===== src/fcs_pkg.sv =====
// Package of constants and types for the clock system block.
// How it works
// - Loop measures oscillator over two reference periods.
// - Enabled loop compares at once, two-plus-one periods.
// - Sleep modes can gate loop; interrupts re-enable it, except in sleep one.
// - Modulation mixes selected tap and next tap.
// - Modulation rolls over at 31, no upward jump.
// - Source-select writes switch each clock's source.
// - Crystal faults set flags; enabled fault raises interrupt.
// - Idle asynchronous serial clock stops in deep sleep.
// - Bypass clear leaves bypass; deepest sleep lowers current unless bypassed.
// - Sleep zero keeps loop running while oscillator used.
// - Sleep one keeps loop off during interrupt service while oscillator unused.
package fcs_pkg;
  // ****************************************************************
  // Register map
  // ****************************************************************
  localparam logic [3:0] ADDR_CLOCK_SELECT = 4'h0;
  localparam logic [3:0] ADDR_CRYSTAL_CTRL = 4'h1;
  localparam logic [3:0] ADDR_FAULT_STATUS = 4'h2;
  localparam logic [3:0] ADDR_LOOP_CTRL = 4'h3;
  localparam logic [3:0] ADDR_LOOP_STATE = 4'h4;
  localparam logic [3:0] ADDR_IRQ_STATUS = 4'h5;
  localparam logic [3:0] ADDR_IRQ_MASK = 4'h6;
  localparam logic [3:0] ADDR_LOOP_TARGET = 4'h7;
  // Clock select field positions: aux [2:0], subsystem [6:4], main [10:8].
  localparam int SEL_AUX_LSB = 0;
  localparam int SEL_SUB_LSB = 4;
  localparam int SEL_MAIN_LSB = 8;
  localparam logic [15:0] CLOCK_SELECT_RESET = 16'h0344;
  // Crystal control bits.
  localparam int XC_BYPASS_BIT = 0;
  localparam int XC_NMI_EN_BIT = 1;
  localparam logic [15:0] CRYSTAL_CTRL_RESET = 16'h0000;
  // Fault status bits: crystal one, crystal two, oscillator, aggregate.
  localparam int FS_XT1_BIT = 0;
  localparam int FS_XT2_BIT = 1;
  localparam int FS_OSC_BIT = 2;
  localparam int FS_AGG_BIT = 3;
  // Loop control bits and the default measured target.
  localparam int LC_ENABLE_BIT = 0;
  localparam logic [15:0] LOOP_CTRL_RESET = 16'h0001;
  localparam logic [15:0] LOOP_TARGET_RESET = 16'h0100;
  // Interrupt status bits.
  localparam int IRQ_FAULT_BIT = 0;
  localparam int IRQ_STEP_BIT = 1;
  localparam int IRQ_SETTLED_BIT = 2;
  // ****************************************************************
  // Loop timing and oscillator sources
  // ****************************************************************
  localparam int CAPTURE_REF_PERIODS = 2;
  localparam int ADJUST_REF_PERIODS = 1;
  localparam int SETTLE_REF_PERIODS = 32 * 32;
  localparam logic [4:0] MOD_TOP = 5'h1F;
  localparam logic [2:0] SRC_CRYSTAL_ONE = 3'h0;
  localparam logic [2:0] SRC_OSC = 3'h3;
  localparam logic [2:0] SRC_OSC_DIV = 3'h4;
  localparam logic [2:0] SRC_CRYSTAL_TWO = 3'h5;

  typedef enum logic [2:0]
  {
    PWR_ACTIVE,
    PWR_SLEEP_ZERO,
    PWR_SLEEP_ONE,
    PWR_SLEEP_TWO,
    PWR_SLEEP_THREE,
    PWR_SLEEP_FOUR
  } fcs_power_t;

  typedef struct packed
  {
    logic [3:0] addr;
    logic [15:0] wdata;
    logic wr;
    logic rd;
  } fcs_bus_req_t;

  typedef struct packed
  {
    logic [2:0] main_sel;
    logic [2:0] sub_sel;
    logic [2:0] aux_sel;
  } fcs_clk_sel_t;

  typedef struct packed
  {
    logic [4:0] tap;
    logic [4:0] mod;
  } fcs_osc_set_t;
endpackage : fcs_pkg


===== src/fcs_sync3.sv =====
// Three-stage input synchroniser with agreement detect.
`timescale 1ns/1ns
`default_nettype none
module fcs_sync3
#(
  parameter int WIDTH = 1
)
(
  input wire logic I_SYS_CLK,
  input wire logic I_RST_B,
  input wire logic I_CE,
  input wire logic [WIDTH-1:0] I_ASYNC,
  output logic [WIDTH-1:0] O_SYNC
);
  logic [WIDTH-1:0] s1_r;
  logic [WIDTH-1:0] s2_r;
  logic [WIDTH-1:0] s3_r;
  logic [WIDTH-1:0] held_r;
  logic [WIDTH-1:0] agree;

  // A change counts only once the second and third stages agree.
  assign agree = ~(s2_r ^ s3_r);
  assign O_SYNC = held_r;

  always_ff @(posedge I_SYS_CLK)
  begin
    if (!I_RST_B)
    begin
      // The stages keep sampling through reset, so that they hold the pin's
      // real level at release and no false change follows it.
      s1_r <= I_ASYNC;
      s2_r <= s1_r;
      s3_r <= s2_r;
      held_r <= s3_r;
    end
    else if (I_CE)
    begin
      s1_r <= I_ASYNC;
      s2_r <= s1_r;
      s3_r <= s2_r;
      held_r <= (agree & s3_r) | (~agree & held_r);
    end
  end
endmodule : fcs_sync3
`default_nettype wire


===== src/fcs_clock_system.sv =====
// Clock system: frequency lock loop, source selects, faults, sleep gating.
`timescale 1ns/1ns
`default_nettype none
module fcs_clock_system
#(
  parameter int REF_DIV = 610,
  parameter int SETTLE_PERIODS = fcs_pkg::SETTLE_REF_PERIODS
)
(
  input wire logic I_SYS_CLK,
  input wire logic I_RST_B,
  input wire logic I_CE,
  input wire fcs_pkg::fcs_bus_req_t I_BUS,
  output logic [15:0] O_RDATA,
  input wire logic I_REF_CLK,
  input wire logic I_OSC_TICK,
  input wire logic I_CRYSTAL_ONE_OK,
  input wire logic I_CRYSTAL_TWO_OK,
  input wire logic I_OSC_OK,
  input wire fcs_pkg::fcs_power_t I_POWER_MODE,
  input wire logic I_CLOCK_GATE_BIT_TWO,
  input wire logic I_IRQ_ACTIVE,
  input wire logic I_SERIAL_OUT_OF_RESET,
  input wire logic I_SERIAL_ASYNC_MODE,
  input wire logic I_SERIAL_BUSY,
  output fcs_pkg::fcs_clk_sel_t O_CLK_SEL,
  output fcs_pkg::fcs_osc_set_t O_OSC_SET,
  output logic O_OSC_USE_NEXT_TAP,
  output logic O_LOOP_RUNNING,
  output logic O_OSC_ENABLE,
  output logic O_SERIAL_CLK_EN,
  output logic O_CRYSTAL_ONE_BYPASS,
  output logic O_LOW_CURRENT_OK,
  output logic O_OSC_FAULT_NMI,
  output logic O_IRQ
);
  import fcs_pkg::*;

  // ****************************************************************
  // Declarations
  // ****************************************************************
  typedef enum logic [1:0]
  {
    LOOP_IDLE,
    LOOP_CAPTURE,
    LOOP_ADJUST
  } fcs_loop_state_t;

  fcs_loop_state_t loop_state_r;
  fcs_loop_state_t loop_state_nxt;
  logic [15:0] clock_select_r;
  logic [15:0] crystal_ctrl_r;
  logic [15:0] loop_ctrl_r;
  logic [15:0] loop_target_r;
  logic [2:0] fault_r;
  logic [2:0] irq_status_r;
  logic [2:0] irq_mask_r;
  logic [15:0] osc_count_r;
  logic [15:0] measured_r;
  logic [1:0] ref_edges_r;
  logic [4:0] tap_r;
  logic [4:0] mod_r;
  logic [4:0] mod_phase_r;
  logic [10:0] settle_cnt_r;
  logic ref_prev_r;
  logic ref_sync;
  logic osc_tick_sync;
  logic [2:0] ok_sync;
  logic ref_rise;
  logic loop_enable;
  logic osc_feeds_periph;
  logic loop_gated;
  logic wr_clock_select;
  logic wr_crystal_ctrl;
  logic wr_fault;
  logic wr_irq_status;
  logic wr_loop_ctrl;
  logic wr_loop_target;
  logic wr_irq_mask;
  logic [2:0] fault_set;
  logic [2:0] irq_set;
  logic [15:0] rdata_nxt;
  logic step_done;
  fcs_osc_set_t step_next;

  function automatic logic sel_is_osc(input logic [2:0] sel);
    sel_is_osc = (sel == SRC_OSC) || (sel == SRC_OSC_DIV);
  endfunction : sel_is_osc

  // Step the tap/modulation pair as one number, so that rolling over the
  // modulation count carries into the tap and never produces a high jump.
  function automatic fcs_osc_set_t osc_step(input fcs_osc_set_t cur,
                                            input logic up);
    logic [9:0] joint;
    joint = {cur.tap, cur.mod};
    if (up && joint != 10'h3FF)
      joint = joint + 10'h001;
    else if (!up && joint != 10'h000)
      joint = joint - 10'h001;
    osc_step = fcs_osc_set_t'(joint);
  endfunction : osc_step

  // ****************************************************************
  // Input synchronisers
  // ****************************************************************
  // The reference clock shares the status pins' synchroniser, so that its
  // edges and the fault flags see the same latency.
  fcs_sync3 #(.WIDTH(5)) u_sync
  (
    .I_SYS_CLK(I_SYS_CLK),
    .I_RST_B(I_RST_B),
    .I_CE(I_CE),
    .I_ASYNC({I_REF_CLK, I_OSC_TICK, I_OSC_OK, I_CRYSTAL_TWO_OK,
              I_CRYSTAL_ONE_OK}),
    .O_SYNC({ref_sync, osc_tick_sync, ok_sync})
  );

  // ****************************************************************
  // Decoding and gating
  // ****************************************************************
  assign wr_clock_select = I_BUS.wr && I_BUS.addr == ADDR_CLOCK_SELECT;
  assign wr_crystal_ctrl = I_BUS.wr && I_BUS.addr == ADDR_CRYSTAL_CTRL;
  assign wr_fault = I_BUS.wr && I_BUS.addr == ADDR_FAULT_STATUS;
  assign wr_irq_status = I_BUS.wr && I_BUS.addr == ADDR_IRQ_STATUS;
  assign wr_loop_ctrl = I_BUS.wr && I_BUS.addr == ADDR_LOOP_CTRL;
  assign wr_loop_target = I_BUS.wr && I_BUS.addr == ADDR_LOOP_TARGET;
  assign wr_irq_mask = I_BUS.wr && I_BUS.addr == ADDR_IRQ_MASK;
  assign ref_rise = ref_sync && !ref_prev_r;

  assign O_CLK_SEL.main_sel = clock_select_r[SEL_MAIN_LSB +: 3];
  assign O_CLK_SEL.sub_sel = clock_select_r[SEL_SUB_LSB +: 3];
  assign O_CLK_SEL.aux_sel = clock_select_r[SEL_AUX_LSB +: 3];

  assign osc_feeds_periph = sel_is_osc(O_CLK_SEL.sub_sel) ||
                            sel_is_osc(O_CLK_SEL.aux_sel);
  // Sleep zero gates the loop only when the oscillator feeds no peripheral
  // clock, and an interrupt brings it back; sleep one keeps it off even
  // during service, and deeper modes gate it on the clock-gate bit.
  assign loop_gated =
    (I_POWER_MODE == PWR_SLEEP_ZERO && !osc_feeds_periph && !I_IRQ_ACTIVE) ||
    (I_POWER_MODE == PWR_SLEEP_ONE && !osc_feeds_periph) ||
    (I_POWER_MODE >= PWR_SLEEP_TWO && I_CLOCK_GATE_BIT_TWO &&
     !I_IRQ_ACTIVE);
  assign loop_enable = loop_ctrl_r[LC_ENABLE_BIT] && !loop_gated;
  assign O_LOOP_RUNNING = loop_enable;
  // The oscillator may only stop once neither the loop nor any clock
  // consumer needs it; the main clock counts only while the core is awake.
  assign O_OSC_ENABLE = loop_enable || osc_feeds_periph ||
                        sel_is_osc(O_CLK_SEL.main_sel) &&
                        I_POWER_MODE == PWR_ACTIVE;

  // An idle asynchronous serial port drops its clock in the deep modes.
  assign O_SERIAL_CLK_EN = !(I_POWER_MODE >= PWR_SLEEP_THREE &&
                             I_SERIAL_OUT_OF_RESET &&
                             I_SERIAL_ASYNC_MODE &&
                             !I_SERIAL_BUSY);

  assign O_CRYSTAL_ONE_BYPASS = crystal_ctrl_r[XC_BYPASS_BIT];
  assign O_LOW_CURRENT_OK = I_POWER_MODE == PWR_SLEEP_FOUR &&
                            !crystal_ctrl_r[XC_BYPASS_BIT];

  assign fault_set = ~ok_sync;
  assign O_OSC_FAULT_NMI = (|fault_r) &&
                           crystal_ctrl_r[XC_NMI_EN_BIT];

  assign O_OSC_SET.tap = tap_r;
  assign O_OSC_SET.mod = mod_r;
  // Modulation pattern: out of 32 slots, mod count slots use the next tap.
  assign O_OSC_USE_NEXT_TAP = mod_phase_r < mod_r;

  assign step_done = loop_state_r == LOOP_ADJUST && ref_rise;
  assign step_next = osc_step(O_OSC_SET,
                              measured_r < loop_target_r);
  // The fault event is a level, so a clear while a fault persists is
  // undone at once; software must mend the source before clearing.
  assign irq_set = {settle_cnt_r == 11'(SETTLE_PERIODS) && step_done,
                    step_done, |fault_r};
  assign O_IRQ = |(irq_status_r & irq_mask_r);

  // Unmapped offsets read as zero, so software can probe the map safely.
  // Reads have no side effects: flags clear only by writing ones.
  always_comb
  begin
    case (I_BUS.addr)
      ADDR_CLOCK_SELECT: rdata_nxt = clock_select_r;
      ADDR_CRYSTAL_CTRL: rdata_nxt = crystal_ctrl_r;
      ADDR_FAULT_STATUS: rdata_nxt = {12'h000, |fault_r, fault_r};
      ADDR_LOOP_CTRL: rdata_nxt = loop_ctrl_r;
      ADDR_LOOP_STATE: rdata_nxt = {6'h00, tap_r, mod_r};
      ADDR_IRQ_STATUS: rdata_nxt = {13'h0000, irq_status_r};
      ADDR_IRQ_MASK: rdata_nxt = {13'h0000, irq_mask_r};
      ADDR_LOOP_TARGET: rdata_nxt = loop_target_r;
      default: rdata_nxt = 16'h0000;
    endcase
  end

  // ****************************************************************
  // Loop sequencer
  // ****************************************************************
  always_comb
  begin
    loop_state_nxt = loop_state_r;
    case (loop_state_r)
      // Comparing starts at once: the next reference rise opens capture.
      LOOP_IDLE: if (loop_enable && ref_rise) loop_state_nxt = LOOP_CAPTURE;
      LOOP_CAPTURE:
        if (ref_rise && ref_edges_r == 2'(CAPTURE_REF_PERIODS - 1))
          loop_state_nxt = LOOP_ADJUST;
      LOOP_ADJUST: if (ref_rise) loop_state_nxt = LOOP_CAPTURE;
      default: loop_state_nxt = LOOP_IDLE;
    endcase
    if (!loop_enable)
      loop_state_nxt = LOOP_IDLE;
  end

  // ****************************************************************
  // Registers
  // ****************************************************************
  always_ff @(posedge I_SYS_CLK)
  begin
    if (!I_RST_B)
    begin
      clock_select_r <= CLOCK_SELECT_RESET;
      crystal_ctrl_r <= CRYSTAL_CTRL_RESET;
      loop_ctrl_r <= LOOP_CTRL_RESET;
      loop_target_r <= LOOP_TARGET_RESET;
      irq_mask_r <= 3'h0;
      O_RDATA <= 16'h0000;
    end
    else if (I_CE)
    begin
      if (wr_clock_select)
        clock_select_r <= {5'h00, I_BUS.wdata[10:8], 1'b0,
                           I_BUS.wdata[6:4], 1'b0, I_BUS.wdata[2:0]};
      if (wr_crystal_ctrl)
        crystal_ctrl_r <= {14'h0000, I_BUS.wdata[1:0]};
      if (wr_loop_ctrl)
        loop_ctrl_r <= {15'h0000, I_BUS.wdata[LC_ENABLE_BIT]};
      if (wr_loop_target)
        loop_target_r <= I_BUS.wdata;
      if (wr_irq_mask)
        irq_mask_r <= I_BUS.wdata[2:0];
      // Zero outside the read slot lets several slaves share one bus.
      O_RDATA <= I_BUS.rd ? rdata_nxt : 16'h0000;
    end
  end

  // Flags: a hardware set in the clearing cycle wins over the clear.
  always_ff @(posedge I_SYS_CLK)
  begin
    if (!I_RST_B)
    begin
      fault_r <= 3'h0;
      irq_status_r <= 3'h0;
    end
    else if (I_CE)
    begin
      fault_r <= (fault_r & ~(wr_fault ? I_BUS.wdata[2:0] : 3'h0)) |
                 fault_set;
      irq_status_r <= (irq_status_r &
                       ~(wr_irq_status ? I_BUS.wdata[2:0] : 3'h0)) |
                      irq_set;
    end
  end

  always_ff @(posedge I_SYS_CLK)
  begin
    if (!I_RST_B)
    begin
      loop_state_r <= LOOP_IDLE;
      // Track the synchronised level through reset, so that a reference
      // clock that is high at release is not taken for a rising edge.
      ref_prev_r <= ref_sync;
      ref_edges_r <= 2'h0;
      osc_count_r <= 16'h0000;
      measured_r <= 16'h0000;
    end
    else if (I_CE)
    begin
      loop_state_r <= loop_state_nxt;
      ref_prev_r <= ref_sync;
      if (loop_state_r != LOOP_CAPTURE)
      begin
        ref_edges_r <= 2'h0;
        osc_count_r <= 16'h0000;
      end
      else
      begin
        if (osc_tick_sync)
          osc_count_r <= osc_count_r + 16'h0001;
        if (ref_rise)
          ref_edges_r <= ref_edges_r + 2'h1;
        if (loop_state_nxt == LOOP_ADJUST)
          measured_r <= osc_count_r;
      end
    end
  end

  // ****************************************************************
  // Tap and modulation
  // ****************************************************************
  // Only the rise that ends an adjust period moves the pair, so a loop that
  // is gated early never applies a half-finished measurement.
  always_ff @(posedge I_SYS_CLK)
  begin
    if (!I_RST_B)
    begin
      tap_r <= 5'h10;
      mod_r <= 5'h00;
    end
    else if (I_CE && step_done)
    begin
      tap_r <= step_next.tap;
      mod_r <= step_next.mod;
    end
  end

  // The phase runs on oscillator activity whether or not the loop runs, so
  // the mix of taps holds while the loop is gated.
  always_ff @(posedge I_SYS_CLK)
  begin
    if (!I_RST_B)
      mod_phase_r <= 5'h00;
    else if (I_CE && osc_tick_sync)
      mod_phase_r <= mod_phase_r + 5'h01;
  end

  // ****************************************************************
  // Settling count
  // ****************************************************************
  // Steps are counted rather than reference periods; the count is capped so
  // that the settled interrupt keeps firing on every later step.
  always_ff @(posedge I_SYS_CLK)
  begin
    if (!I_RST_B)
      settle_cnt_r <= 11'h000;
    else if (I_CE)
    begin
      if (!loop_enable)
        settle_cnt_r <= 11'h000;
      else if (step_done && settle_cnt_r != 11'(SETTLE_PERIODS))
        settle_cnt_r <= settle_cnt_r + 11'h001;
    end
  end
endmodule : fcs_clock_system
`default_nettype wire


===== config.mk =====
export PLATFORM = sky130hd
export DESIGN_NAME = fcs_clock_system
export DESIGN_NICKNAME = d
export VERILOG_FILES = /design/src/fcs_pkg.sv /design/src/fcs_sync3.sv /design/src/fcs_clock_system.sv
export SDC_FILE = /design/constraint.sdc
export NUM_CORES = 1
export LEC_CHECK = 0
export BUFFER_PORTS_ARGS = -buffer_cell sky130_fd_sc_hd__buf_4
export CAP_MARGIN = 30
export CORE_MARGIN = 1.5
export CORE_UTILIZATION = 37
export CTS_BUF_LIST = sky130_fd_sc_hd__clkbuf_4 sky130_fd_sc_hd__clkbuf_8
export DETAILED_ROUTE_END_ITERATION = 10
export PLACE_DENSITY = 0.62
export SLEW_MARGIN = 20
export SYNTH_ARGS = -nofsm -noshare
export SYNTH_HDL_FRONTEND = slang
export SYNTH_SLANG_ARGS = --single-unit

===== constraint.sdc =====
create_clock -name I_SYS_CLK -period 5.7 [get_ports I_SYS_CLK]
set_input_delay 0.57 -clock I_SYS_CLK [delete_from_list [all_inputs] [get_ports I_SYS_CLK]]
set_output_delay 0.57 -clock I_SYS_CLK [all_outputs]
set_load 0.02 [all_outputs]

==> flow_summary.yaml, run 1 <==
die:
  die_x_um: 138
  coreArea_um2: 17800
  fp.dieH_um: 138
  floorplan.initialDensity_pct: 37.5
  io_pins: 81
  die_area_um2: 18900
  num_rows: 49
yosys:
  syn_inst: 736
  yosysSeqAreaShare_pct: 43.8
  ys_top_cells_by_count: "dfxtp_1, nand2_1, nor2_1"
  syn_area_per_cell_um2: 9.10
  synth_edf_count: 21
  ys_async_sr_fraction_pct: 0
  synth_flop_cell: "dfxtp_1"
  synthTopCellsByArea: "dfxtp_1, edfxtp_1, ha_1"
  yosysTopAreaCell: "dfxtp_1"
  yosysWarnings: 0
  syn-cell-area_um2: 6700
  synth_top_area_share_pct: 34.4
  ys_types: 61
  synth.most_common_cell: "dfxtp_1"
  ys_seq_elements: 136
  synth_nets: 807
flow_run:
  maxCapViolations: 0
cts:
  root_buffer: "clkbuf_8"
  ctsResizeCount: 0
  holdBufCountCts: 0
  cts_tree: "yes"
  h-tree-depth: 4
  cts.sinks: 136
  clk_pin_slew_ns: 0.09
  insertion_delay_ns: 0.45
  post_cts_buffers: 0
  cts_buffers: 17
  clockBufferDepth: 2
cells_and_area:
  fin_nets: 885
  n_fill_cell: 1770
  fin_util_pct: 44.2
  drive_gt1_share_pct: 16.3
  antenna_cells: 0
  syn_to_final_growth_pct: 17.7
worst_setup_path:
  cp.arrival_ns: 3.89
  cp_max_fo: 10
  criticalPathCategory: "reg -> reg"
  cp-start-kind: "flop"
  cp_cell_sequence: "inv_1 -> ha_1 -> and2_2 -> a221o_2 -> a211oi_1 -> o21ai_0 -> buf_4 -> ha_1 -> a211oi_1 -> o211ai_1 -> nand2_1 -> o21ai_0 -> xnor2_1 -> or3_2 -> nand3_1"
  cp-end-kind: "flop"
  worst_path_largest_cell_delay_ns: 0.40
  worstPathBufferInverterCount: 2
  required_ns: 6.08
  cp_slowest_cell: "or3_2"
  critPathTopFamily: "compound AO/OA/AOI/OAI gates"
  critPathLaunch: "loop_target_r[11]"
  r2r-start: "loop_target_r[11]"
global_route:
  grt_max_degree: 95
  grt_pass1_vias: 5199
  grt_pass1_wl_um: 26500
  grt_overflow: 0
  antenna_found_initial: 0
  groute.usage.overall_pct: 18.4
timing:
  drv_slew: 0
  maxSlewHeadroom_pct: 42.9
  fin_tns_setup_ns: 0
  rsz0062_at_grt: "false"
  fmax_ghz: 0.285
  min_period_over_period_pct: 61.5
  setup_violations: 0
  timing_hold_violations_final: 0
  tightest_slew_ns: 0.844
  min_period_ns: 3.51
  fin_skew_ns: 0.0133
power_and_ir_drop:
  combPwrFrac_pct: 6.8
  swShare_pct: 27.6
  pwr-share-seq_pct: 53.9
  ir_drop_mv: 0.139
  p_per_area_nw_per_um2: 241
  power_switching_w: 0.000525
  leakagePower_nw: 3.02
  clock_power_share_pct: 39.3
  intPower_w: 0.00137
route:
  drc_errors: 0
  post_drt_wl_per_cell_um: 15.5
  vias: 5396
  wl_um: 16400
  dr.pass1.iters: 5
  routed_via_density: 5.11
  drt_iter0_drc: 366
  ant_nets: 0
place:
  hpwl_um: 11900
  portBuffers: 80
  gp_congestion: 0.813
hold_path:
  hold_class: "in -> reg"
  min_from: "I_REF_CLK"
status:
  outcome: "completed"
layer usage:
| metal | up-vias | share of wire, % | track usage [%] | wire length (um) |
|---|---|---|---|---|
| li1 | 2724 | - | - | - |
| met1 | 2498 | 48 | 25.0 | 7900 |
| met2 | 145 | 43 | 27.8 | 7110 |
| met3 | 29 | 5.8 | 4.27 | 958 |
| met4 | 0 | 2.7 | 8.13 | 439 |
| met5 | - | 0 | 0 | 0 |
through the flow:
step | setup WS, ns | hold slack, ns | total power, W | cell area (um^2) | instances
2_1_floorplan | 2.25 | 0.400 | 0.00111 | 6700 | 736
3_3_place_gp | 2.29 | 0.403 | 0.00117 | 7500 | 1021
3_5_place_dp | 2.25 | 0.405 | 0.00117 | 7510 | 1022
4_1_cts | 2.19 | 0.256 | 0.00192 | 7880 | 1054
5_1_grt | 1.95 | 0.248 | 0.00198 | 7890 | 1056
6_report | 2.19 | 0.287 | 0.00190 | 7890 | 1056
cells in the final DEF (no fill, tap or decap), types with 3 or more instances in the layout:
cell      Yosys  final
mux2i_1      31     31
a21oi_1      17     17
a22oi_1      10     10
nor2b_1      40     40
a21boi_0     33     33
edfxtp_1     21     21
inv_1        36     36
clkbuf_8      0     17
a211oi_1      3      3
a21o_1        3      3
inv_6         0      5
nand4_1      12     12
nor4_1        7      7
nand2_1     100    100
ha_1         32     32
mux2_2        3      3
nor3_1        7      5
and3_1        9      9
a222oi_1      6      6
nand4b_1      4      4
buf_4         3     86
nor2_1       49     49
o21ai_0      42     42
nand2b_1      9      9
inv_8         0      3
nor4b_1       3      3
clkinv_4      0      4
xor2_1       23     23
and2_1       15     15
xnor2_1      17     17
dfxtp_1     115    115
nand3_1      26     26
final cells by class:
cell class              instances  area (um^2)  share of cell area, %
clock inverters                15          133                   1.68
inverters                      37          139                   1.76
repair buffers                 88          656                   8.31
well taps                     229          287                   3.63
clock buffers                  17          234                   2.97
multi-input cells             534         3510                   44.5
flip-flops and latches        136         2930                   37.2
flip-flops by register name (all words and copies together) (netlist names), 2 cells and up, named ones only:
register / count
u_sync.s1_r: 5
O_RDATA: 16
u_sync.s2_r: 5
fault_r: 3
loop_state_r: 2
mod_phase_r: 5
u_sync.s3_r: 5
measured_r: 16
clock_select_r: 9
irq_status_r: 3
crystal_ctrl_r: 2
osc_count_r: 16
ref_edges_r: 2
settle_cnt_r: 11
tap_r: 5
mod_r: 5
loop_target_r: 16
irq_mask_r: 3
path summary, 6_finish.rpt:
check                                 endpoint  slack, ns  cells past startpoint
worst max-delay path                  tap_r[4]       2.19                     15
worst min-delay path            u_sync.s1_r[4]       0.29                      1
worst max register to register        tap_r[4]       2.19                     15
worst min register to register  u_sync.s2_r[3]       0.42                      0
worst reg2reg max path: stages (launching register included):
cell and delay [ns]:
dfxtp_1 0.37, inv_1 0.06, ha_1 0.30, and2_2 0.20
a221o_2 0.35, a211oi_1 0.22, o21ai_0 0.13, buf_4 0.20
ha_1 0.30, a211oi_1 0.31, o211ai_1 0.14, nand2_1 0.11
o21ai_0 0.12, xnor2_1 0.14, or3_2 0.40, nand3_1 0.09
power by group through the flow:
stage                      logic, W  clock network (W)  registers, W
final                      0.000129           0.000746       0.00102
after CTS                  0.000129           0.000766       0.00102
after global routing       0.000142           0.000813       0.00103
after detailed placement   0.000129                  0       0.00105
after global placement     0.000128                  0       0.00104
after floorplan           0.0000747                  0       0.00104
cell families (layout without fill, tap and decap cells):
kind of cell,Yosys count,in the layout,share of synthesized area [%]
flip-flops,136,136,43.8
adder cells (fa/ha/maj),33,33,6.28
buffers and inverters,66,157,4.02
AO/OA/AOI/OAI,134,134,13.6
XOR/XNOR,40,40,5.23
multiplexers,35,35,5.47
AND/OR/NAND/NOR,292,292,21.6
Note: power is estimated with default switching activity, not from simulation.
==> inputs of run 2 (changes only) <==
Settings changed: ABC_AREA from default to 1.
Clock period 5.7 ns to 3.4 ns, I/O delays scaled along.
==> run 2 against run 1 <==
Net effect:
- the run now ends with DRC left
- die area grew 2.3%
- flip-flop and latch count is the same
- final area grew 3.4%
- global-route usage grew 0.40 points
- routed wire length grew 6.0%
- first-iteration DRC count grew 36%
- setup slack lost 1.8 ns
- synthesized area grew 2.4%
- non-clock buffer count is the same
- core utilization grew 0.89 points
- fmax grew 17%
- worst hold slack lost 0.22 ns
- largest cell class unchanged
- largest power group unchanged
==> flow_summary.yaml, run 2 <==
cells_and_area:
  n_fill_cell: 1795
  multiInputGateArea_um2: 3310
  final_common_cell: "nand2_1"
  drive_gt1_share_pct: 19.6
  fin_util_pct: 45.1
  syn_to_final_growth_pct: 18.9
  antenna_cells: 0
  fin_nets: 1018
  design_area_um2: 8160
  ff_latch_area_um2: 2930
  mostFrequentLayoutCells: "nand2_1, dfxtp_1, inv_1"
cts:
  root_buffer: "clkbuf_8"
  insertion_delay_ns: 0.45
  holdBufCountCts: 0
  clockBufferDepth: 2
  h-tree-depth: 4
  post_cts_buffers: 0
  cts_buffers: 17
  ctsResizeCount: 0
  cts_tree: "yes"
  cts.sinks: 136
  clk_pin_slew_ns: 0.08
die:
  die_area_um2: 19400
  floorplan.initialDensity_pct: 37.9
  die_x_um: 139
  num_rows: 49
  fp.dieH_um: 139
  coreArea_um2: 18100
  io_pins: 81
global_route:
  antenna_found_initial: 0
  grt_overflow: 0
  grt_pass1_vias: 5816
  groute.usage.overall_pct: 18.8
  grt_max_degree: 43
  grt_pass1_wl_um: 29100
timing:
  fmax_ghz: 0.335
  drv_slew: 0
  setup_violations: 0
  timing_hold_violations_final: 0
  fin_ws_ns: 0.415
  rsz0062_at_grt: "false"
  min_period_ns: 2.99
  fin_skew_ns: 0.0118
  fin_tns_setup_ns: 0
  fin_hold_ws_ns: 0.0627
  maxSlewHeadroom_pct: 51.6
  min_period_over_period_pct: 87.8
  tightest_slew_ns: 0.725
yosys:
  syn_area_per_cell_um2: 7.96
  synth_top_area_share_pct: 33.6
  synthTopCellsByArea: "dfxtp_1, edfxtp_1, nand2_1"
  synth_edf_count: 21
  synth_flop_cell: "dfxtp_1"
  syn-cell-area_um2: 6860
  ys_seq_elements: 136
  ys_async_sr_fraction_pct: 0
  syn_inst: 861
  yosysTopAreaCell: "dfxtp_1"
  yosysWarnings: 0
  synth.most_common_cell: "nand2_1"
  synth_nets: 932
  yosysSeqAreaShare_pct: 42.8
  ys_types: 57
  ys_top_cells_by_count: "nand2_1, dfxtp_1, inv_1"
power_and_ir_drop:
  ir_drop_mv: 0.284
  leakagePower_nw: 3.38
  p_per_area_nw_per_um2: 435
worst_setup_path:
  cp_max_fo: 10
  path_common_cell: "nand2_1"
  cp-end-kind: "flop"
  worstPathBufferInverterCount: 2
  critPathTopFamily: "simple AND/OR/NAND/NOR gates"
  criticalPathCategory: "reg -> reg"
  cp.arrival_ns: 3.33
  worst_path_largest_cell_delay_ns: 0.43
  cp-start-kind: "flop"
  cp_slowest_cell: "ha_1"
  cp_cell_sequence: "inv_1 -> ha_1 -> a21oi_1 -> nor2_1 -> nor3_1 -> nand2_1 -> nand2_1 -> nand3_2 -> ha_1 -> a21o_1 -> a21boi_0 -> nand2_1 -> nor2_1 -> inv_1 -> nand2_1 -> nand2_1 -> o21ai_1 -> nand3_1"
  required_ns: 3.74
route:
  wl_um: 17400
  ant_nets: 0
  vias: 5979
  dr.pass1.iters: 8
  drc_errors: 11
  post_drt_wl_per_cell_um: 14.6
  routed_via_density: 5.03
  drt_iter0_drc: 498
place:
  portBuffers: 80
  dpl_cell_area_um2: 7670
  gp_congestion: 0.894
  hpwl_um: 13000
  dp_slack_ns: 0.255
status:
  outcome: "finished, violations left"
  violations: "DRC"
flow_run:
  maxCapViolations: 0
hold_path:
  hold_class: "in -> reg"
[run 2: cell count changes in the layout (fill, tap and decap cells not counted), moves of 13 or more]
cell,delta
a21boi_0,-32
a21oi_1,+77
o22ai_1,+13
mux2i_1,-31
and2_1,-15
inv_1,+72
xor2_1,-17
nor2b_1,-40
nand2_1,+46
o21ai_0,+25
[run 2: cell type report]
cell class              count  share of cell area [%]
multi-input cells         581                    40.6
flip-flops and latches    136                    36.0
repair buffers             88                    8.10
inverters                 123                    5.97
clock buffers              25                    3.83
well taps                 229                    3.51
clock inverters             7                    2.01
[run 2: worst paths after layout]
| check | from | end | slack [ns] | cells past startpoint |
|---|---|---|---|---|
| hold / removal | I_OSC_OK | u_sync.s1_r[2] | 0.06 | 1 |
| hold reg to reg | u_sync.s1_r[1] | u_sync.s2_r[1] | 0.42 | 0 |
| setup / recovery | loop_target_r[5] | tap_r[4] | 0.41 | 18 |
| setup reg to reg | loop_target_r[5] | tap_r[4] | 0.41 | 18 |
[run 2: metrics by stage]
step	total power, W	cells
detailed placement	0.00199	1157
floorplan	0.00189	861
finish	0.00355	1189
CTS	0.00357	1189
global placement	0.00198	1157
global route	0.00369	1189
[run 2: routing by layer]
| layer | GRT usage, % | routed length (um) | up-vias |
|---|---|---|---|
| met1 | 24.6 | 8070 | 2719 |
| met3 | 5.18 | 958 | 23 |
| met5 | 0 | 0 | - |
| met4 | 6.16 | 395 | 0 |
| met2 | 30.1 | 7980 | 154 |
| li1 | - | - | 3083 |
[run 2: cells by family (layout without fill, tap and decap cells)]
logic type	count (synthesis)	count (layout)	synth area share, %
buffers and inverters	144	243	8.99
AO/OA/AOI/OAI	231	231	19.5
flip-flops	136	136	42.8
XOR/XNOR	12	12	1.53
adder cells (fa/ha/maj)	33	33	6.13
AND/OR/NAND/NOR	305	305	21.1
[run 2: worst reg2reg max path, cell delays in order, from the launching register on]
cell      delay (ns)
dfxtp_1         0.34
inv_1           0.06
ha_1            0.30
a21oi_1         0.14
nor2_1          0.05
nor3_1          0.14
nand2_1         0.07
nand2_1         0.16
nand3_2         0.25
ha_1            0.43
a21o_1          0.21
a21boi_0        0.17
nand2_1         0.07
nor2_1          0.12
inv_1           0.05
nand2_1         0.06
nand2_1         0.07
o21ai_1         0.12
nand3_1         0.07
[run 2: report_power, final]
group          leakage, nW  switching (W)  internal [W]
Combinational         1.99       0.000155     0.0000853
Sequential            1.14      0.0000275       0.00168
Clock                0.245       0.000619      0.000974
